==> src/rtl/iirp_pkg.sv <==
// Package for the pin input register path: register map, field positions,
// reset values and the packed state types of both design modules.
// Assumes a 32-bit Avalon-MM slave with byte addresses and one aligned word per register.
package iirp_pkg;
	// Bus geometry
	localparam int ADDR_W = 4;
	localparam int DATA_W = 32;
	// Register byte offsets
	localparam logic [ADDR_W-1:0] CTRL_OFS = 4'h0;
	localparam logic [ADDR_W-1:0] STAT_OFS = 4'h4;
	// Control field positions
	localparam int CTRL_SEL_A = 0;
	localparam int CTRL_SEL_B = 1;
	localparam int CTRL_LATCH = 2;
	localparam int CTRL_INV_CLK = 3;
	localparam int CTRL_GATE_IN = 4;
	localparam int CTRL_GATE_OUT = 5;
	localparam int CTRL_PRESET = 6;
	localparam int CTRL_W = 7;
	// Control reset: direct paths, flip-flop, rising edge, gate on both, preset low
	localparam logic [CTRL_W-1:0] CTRL_RESET = 7'h30;
	// Status field positions
	localparam int STAT_Q = 0;
	localparam int STAT_PIN = 1;
	localparam int STAT_GATE = 2;
	// Bus answer for unmapped reads
	localparam logic [DATA_W-1:0] UNMAPPED_DATA = 32'h0000_0000;

	// State of one storage element
	typedef struct packed {
		logic last_lvl; // Active clock level seen last cycle
		logic q;        // Stored value
	} iirp_store_type;

	// State of the top module
	typedef struct packed {
		logic [CTRL_W-1:0] ctrl;  // Control register
		logic wait_n_ack;         // Waitrequest level
		logic [DATA_W-1:0] rdata; // Read data holding register
		logic path_a;             // First array path
		logic path_b;             // Second array path
		logic out_gate;           // Enable routed to output element
	} iirp_top_type;
endpackage : iirp_pkg

==> src/rtl/iirp_store.sv <==
// Input storage element: flip-flop or latch on a sampled element clock.
// Assumes i_elem_clk and i_d are synchronous to i_clk; edges are found by sampling.
`timescale 1ns/1ps
module iirp_store (
	// Clock and reset
	input wire logic i_clk,
	input wire logic i_reset,
	// Configuration
	input wire logic i_latch_mode,
	input wire logic i_invert_clk,
	input wire logic i_preset,
	// Control
	input wire logic i_gsr,
	input wire logic i_elem_clk,
	input wire logic i_enable,
	input wire logic i_d,
	// Stored value
	output logic o_q
);
	iirp_pkg::iirp_store_type st_ff; // Registered state
	iirp_pkg::iirp_store_type nxt_st; // Next state
	logic act_lvl; // Element clock after polarity choice
	logic act_edge; // Active edge this cycle

	// Polarity choice gives the inverted variants
	assign act_lvl = i_elem_clk ^ i_invert_clk;
	assign act_edge = act_lvl & ~st_ff.last_lvl;
	assign o_q = st_ff.q;

	// Next state of the element
	always_comb begin
		nxt_st = st_ff;
		nxt_st.last_lvl = act_lvl;
		if (i_reset || i_gsr) begin
			// Power-up or global set/reset wins over everything
			nxt_st.q = i_preset;
			nxt_st.last_lvl = 1'b0;
		end else if (!i_enable) begin
			// Gate low holds in both forms
			nxt_st.q = st_ff.q;
		end else if (i_latch_mode) begin
			// Transparent while the active level stands
			if (act_lvl) begin
				nxt_st.q = i_d;
			end
		end else if (act_edge) begin
			// Capture only on the active edge
			nxt_st.q = i_d;
		end else begin
			// Level without edge keeps the value
			nxt_st.q = st_ff.q;
		end
	end

	// State register
	always_ff @(posedge i_clk) begin
		st_ff <= nxt_st;
	end
endmodule : iirp_store

==> src/rtl/iirp_top.sv <==
// Pin input register path with Avalon-MM control and status registers.
// Assumes pin, element clock, gate and set/reset inputs are synchronous to i_clk.
//
// Notes on behaviour
// - Two array paths, each direct or stored
// - Storage element is flip-flop or latch
// - Flip-flop captures pin on rising edge
// - Latch transparent while clock high, else holds
// - Clock polarity selectable for both forms
// - One gate, routed to input, output, both
// - Gate polarity fixed active high
// - Gate low holds element in both forms
// - Power-up or set/reset loads preset value
// - Preset value selectable, reset by default
// - Unconnected gate counts as high
`timescale 1ns/1ps
module iirp_top (
	// Clock and reset
	input wire logic i_clk,
	input wire logic i_reset,
	// Avalon-MM slave
	input wire logic [iirp_pkg::ADDR_W-1:0] i_avs_address,
	input wire logic i_avs_read,
	input wire logic i_avs_write,
	input wire logic [iirp_pkg::DATA_W-1:0] i_avs_writedata,
	input wire logic [3:0] i_avs_byteenable,
	output logic [iirp_pkg::DATA_W-1:0] o_avs_readdata,
	output logic o_avs_waitrequest,
	// Pin and element controls
	input wire logic i_pin,
	input wire logic i_elem_clk,
	input wire logic i_global_set_reset,
	input wire logic i_logic_block_clock_gate,
	input wire logic i_clock_gate_connected,
	// Array side
	output logic o_array_input_path_a,
	output logic o_array_input_path_b,
	output logic o_output_gate_enable
);
	iirp_pkg::iirp_top_type st_ff; // Registered state
	iirp_pkg::iirp_top_type nxt_st; // Next state
	logic gate_eff; // Gate after connection default
	logic in_enable; // Enable seen by the input element
	logic stored_q; // Input element output
	logic req; // Bus request present
	logic accept; // Request completes this edge

	// Address match, shared by read and write decode
	function automatic logic reg_hit(input logic [iirp_pkg::ADDR_W-1:0] addr,
		input logic [iirp_pkg::ADDR_W-1:0] ofs);
		reg_hit = (addr == ofs);
	endfunction : reg_hit

	// Gate taken as is, no inversion; open input reads high
	assign gate_eff = i_clock_gate_connected ? i_logic_block_clock_gate : 1'b1;
	// Gate reaches the input element only when routed there
	assign in_enable = st_ff.ctrl[iirp_pkg::CTRL_GATE_IN] ? gate_eff : 1'b1;
	assign req = i_avs_read | i_avs_write;
	assign accept = req & ~st_ff.wait_n_ack;

	// Input storage element
	iirp_store u_store (
		.i_clk(i_clk),
		.i_reset(i_reset),
		.i_latch_mode(st_ff.ctrl[iirp_pkg::CTRL_LATCH]),
		.i_invert_clk(st_ff.ctrl[iirp_pkg::CTRL_INV_CLK]),
		.i_preset(st_ff.ctrl[iirp_pkg::CTRL_PRESET]),
		.i_gsr(i_global_set_reset),
		.i_elem_clk(i_elem_clk),
		.i_enable(in_enable),
		.i_d(i_pin),
		.o_q(stored_q)
	);

	// Bus, control register and array path next state
	always_comb begin
		nxt_st = st_ff;
		// Waitrequest drops for one cycle per request
		nxt_st.wait_n_ack = 1'b1;
		if (req && st_ff.wait_n_ack) begin
			nxt_st.wait_n_ack = 1'b0;
			nxt_st.rdata = iirp_pkg::UNMAPPED_DATA;
			if (reg_hit(i_avs_address, iirp_pkg::CTRL_OFS)) begin
				nxt_st.rdata[iirp_pkg::CTRL_W-1:0] = st_ff.ctrl;
			end else if (reg_hit(i_avs_address, iirp_pkg::STAT_OFS)) begin
				nxt_st.rdata[iirp_pkg::STAT_Q] = stored_q;
				nxt_st.rdata[iirp_pkg::STAT_PIN] = i_pin;
				nxt_st.rdata[iirp_pkg::STAT_GATE] = gate_eff;
			end
		end
		// Write lands at the edge that completes it
		if (accept && i_avs_write && i_avs_byteenable[0] && reg_hit(i_avs_address, iirp_pkg::CTRL_OFS)) begin
			nxt_st.ctrl = i_avs_writedata[iirp_pkg::CTRL_W-1:0];
		end
		// Each path picks direct pin or stored value
		nxt_st.path_a = st_ff.ctrl[iirp_pkg::CTRL_SEL_A] ? stored_q : i_pin;
		nxt_st.path_b = st_ff.ctrl[iirp_pkg::CTRL_SEL_B] ? stored_q : i_pin;
		// Same gate routed to the output element
		nxt_st.out_gate = st_ff.ctrl[iirp_pkg::CTRL_GATE_OUT] ? gate_eff : 1'b1;
		if (i_reset) begin
			// Defined state after reset
			nxt_st.ctrl = iirp_pkg::CTRL_RESET;
			nxt_st.wait_n_ack = 1'b1;
			nxt_st.rdata = iirp_pkg::UNMAPPED_DATA;
			nxt_st.path_a = 1'b0;
			nxt_st.path_b = 1'b0;
			nxt_st.out_gate = 1'b1;
		end
	end

	// State register
	always_ff @(posedge i_clk) begin
		st_ff <= nxt_st;
	end

	// Outputs straight from flip-flops
	assign o_avs_readdata = st_ff.rdata;
	assign o_avs_waitrequest = st_ff.wait_n_ack;
	assign o_array_input_path_a = st_ff.path_a;
	assign o_array_input_path_b = st_ff.path_b;
	assign o_output_gate_enable = st_ff.out_gate;
endmodule : iirp_top

==> config.mk <==
export PLATFORM = sky130hd
export DESIGN_NAME = iirp_top
export DESIGN_NICKNAME = d
export VERILOG_FILES = /design/src/rtl/iirp_pkg.sv /design/src/rtl/iirp_store.sv /design/src/rtl/iirp_top.sv
export SDC_FILE = /design/constraint.sdc
export NUM_CORES = 1
export LEC_CHECK = 0
export BUFFER_PORTS_ARGS = -buffer_cell sky130_fd_sc_hd__buf_4
export CORE_ASPECT_RATIO = 0.75
export CORE_MARGIN = 3
export CORE_UTILIZATION = 35
export CTS_CLUSTER_SIZE = 16
export DETAILED_ROUTE_END_ITERATION = 8
export MAX_ROUTING_LAYER = met4
export PLACE_DENSITY = 0.85
export SLEW_MARGIN = 15
export SYNTH_ARGS = -nofsm -noshare
export SYNTH_HDL_FRONTEND = slang
export SYNTH_SLANG_ARGS = --single-unit
==> constraint.sdc <==
create_clock -name i_clk -period 1.2 [get_ports i_clk]
set_input_delay 0.24 -clock i_clk [delete_from_list [all_inputs] [get_ports i_clk]]
set_output_delay 0.24 -clock i_clk [all_outputs]
set_load 0.02 [all_outputs]
==> impl_metrics.ini <==
[run_status]
status = finished clean

[floorplanning]
die_area_um2 = 3850
die_x_um = 70.7
fp-row-count = 16
coreArea_um2 = 2800
ios = 85
start_util = 0.392
die_h_um = 54.5

[detailed_routing]
vias_per_cell = 4.36
wl_um = 2250
drc_errors = 0
antenna_left = 0
vias = 807
drt_iter0_markers = 35
avgRoutedWirePerCell_um = 12.2
first_pass_iters = 4

[clock_network]
cts_buffers = 3
post_cts_buffers = 0
numClockSinks = 20
cts_tree = yes
clock_latency_ns = 0.26
htreeDepth = 1
clockBufferDepth = 2
ctsRootBufferMaster = clkbuf_8
path_clk_slew_ns = 0.08

[worst_setup_path]
critPathArrivalTime_ns = 1.10
critPathTopFamily = flip-flops
required_ns = 1.19
start_kind = flip-flop
crit_path_cell_trace = xnor2_1 > a221oi_2 > nand2b_1
end_kind = flip-flop
critPathSlowestCell = dfxtp_1
cp_num_buf_inv = 0
crit_type = reg2reg
crit_path_max_incr_delay_ns = 0.38
cp_max_fo = 3

[power_and_ir_drop]
p_per_area_nw_per_um2 = 1210
max-vdd-ir-drop_v = 0.000494
power_leakage_uw = 0.000566

[min_path]
worstHoldPathType = in2reg

[global_routing]
met3_usage = 0.0440
grt_usage = 0.118
met1_usage = 0.143
grt_pass1_vias = 721
grt-ovfl-total = 0
grt_pass1_wl_um = 3350
antenna_found_initial = 0
grt_max_degree = 27
busiest_layer = met2
met2_usage = 0.177

[logic_synthesis]
synth_seq_area_share = 0.374
synthTopCellsByCount = buf_4, dfxtp_1, nand2b_1
synth_fa_ha_area_frac = 0
avgSynthCellArea_um2 = 9.08
synthesis.area_um2 = 1100
synth.distinct_cells = 24
ys_warn_count = 0
synth_top_family_by_area = buffers and inverters
ys_dominant_reg_cell = dfxtp_1
synth_xor_area_frac = 0.00797
async_reset_ff_frac = 0
yosysTopAreaCell = dfxtp_1
synth_compound_area_frac = 0.0592
synth_most_common_cell = buf_4
synth-edff-count = 1
synth_seq_cells = 20
synthMuxAreaShare = 0.113
synth.top_cell.area_share = 0.346
ys_top_cells_by_area = dfxtp_1, buf_4, mux2i_1
synth-simple-area-share = 0.200
netlist_instances = 121

[timing]
finalWorstSetupSlack_ns = 0.0893
hold_viol = 0
finalSetupViolCount = 0
min_period_ns = 1.11
finalSetupTns_ns = 0
holdWs_ns = 0.145
clock_skew_ns = 0.00486
rsz0062_at_grt = false
clock.fmax_ghz = 0.900
fin_crit_sh = 0.926
slew_violations = 0

[run]
drv_cap = 0

[layout]
n_antenna_cell = 0
synthToLayoutAreaGrowth_pct = 21.2
drive_above_1_share = 0.302
fin_nets = 199

[place]
dp_hpwl_um = 1730
numPortBuffers = 31
place.gp.congestion = 0.733
dp_slack_ns = -0.137
[stage by stage]
step           cell area, µm²  std cells  power, µW  utilization
2_1_floorplan            1190        145        912            -
3_3_place_gp             1250        181        945        0.447
3_5_place_dp             1250        181        948        0.447
4_1_cts                  1330        185       1620        0.473
5_1_grt                  1330        185       1680        0.475
6_report                 1330        185       1610        0.475
[timing repair]
action                     CTS  global route
hold buffers                 0             0
gates resized for setup      0             1
setup endpoints to repair    0             1
hold endpoints to repair     0             0
[placed cells by master, fill, tap and decap left out]
cell and instances:
buf_4 35, conb_1 25, dfxtp_1 19, nand2b_1 12, mux2i_1 9, nor2_1 7
nand2_1 7, a21oi_1 7, nand3_1 6, mux2_2 3, clkbuf_8 3, nor3_1 2
nand3b_1 2, inv_1 1, nor2b_1 1, xnor2_1 1, a221oi_2 1, o21ai_1 1
o21a_1 1, nor4_4 1, o2111ai_1 1, and4b_1 1, bufinv_16 1, buf_12 1
edfxtp_1 1
[cells by family (layout without fill, tap and decap cells)]
group / after synthesis / after routing
flip-flops: 20 / 20
XOR/XNOR: 1 / 1
other: 1 / 25
buffers and inverters: 37 / 41
AO/OA/AOI/OAI: 11 / 11
AND/OR/NAND/NOR: 39 / 39
multiplexers: 12 / 12
[sequential cells by signal (all words and copies together) (netlist names)]
| name | count |
|---|---|
| st_ff | 7 |
| o_array_input_path_a | 1 |
| u_store.o_q | 1 |
| o_avs_readdata | 7 |
| o_output_gate_enable | 1 |
| o_avs_waitrequest | 1 |
| o_array_input_path_b | 1 |
| u_store.st_ff | 1 |
[per-layer routing]
layer	share of wire	wire, µm
met1	0.43	958
met2	0.49	1100
met3	0.070	158
met4	0.016	36
met5	0	0
[worst reg2reg max path: stages (launching register included)]
cell and delay, ns:
dfxtp_1 0.38, xnor2_1 0.12, a221oi_2 0.19, nand2b_1 0.14
[layout make-up]
class                           count  area, µm²
Clock buffer                        3       41.3
Clock inverter                      1       30.0
Fill cell                         289       1470
Inverter                            1       3.75
Multi-Input combinational cell     88        518
Sequential cell                    20        410
Tap cell                           36       45.0
Timing Repair Buffer               36        283
[final timing paths]
kind,cells after the start,end,startpoint,slack (ns)
setup reg to reg,3,u_store.o_q,st_ff[39],0.09
hold reg to reg,1,o_output_gate_enable,st_ff[41],0.45
setup / recovery,3,u_store.o_q,st_ff[39],0.09
hold / removal,2,u_store.st_ff[1],i_global_set_reset,0.15
[power breakdown]
group / total (µW) / switching [µW] / internal (µW)
sequential: 691 / 8.13 / 683
combinational: 246 / 151 / 94.3
clock: 675 / 229 / 446
Power figures use the tool's default switching activity.
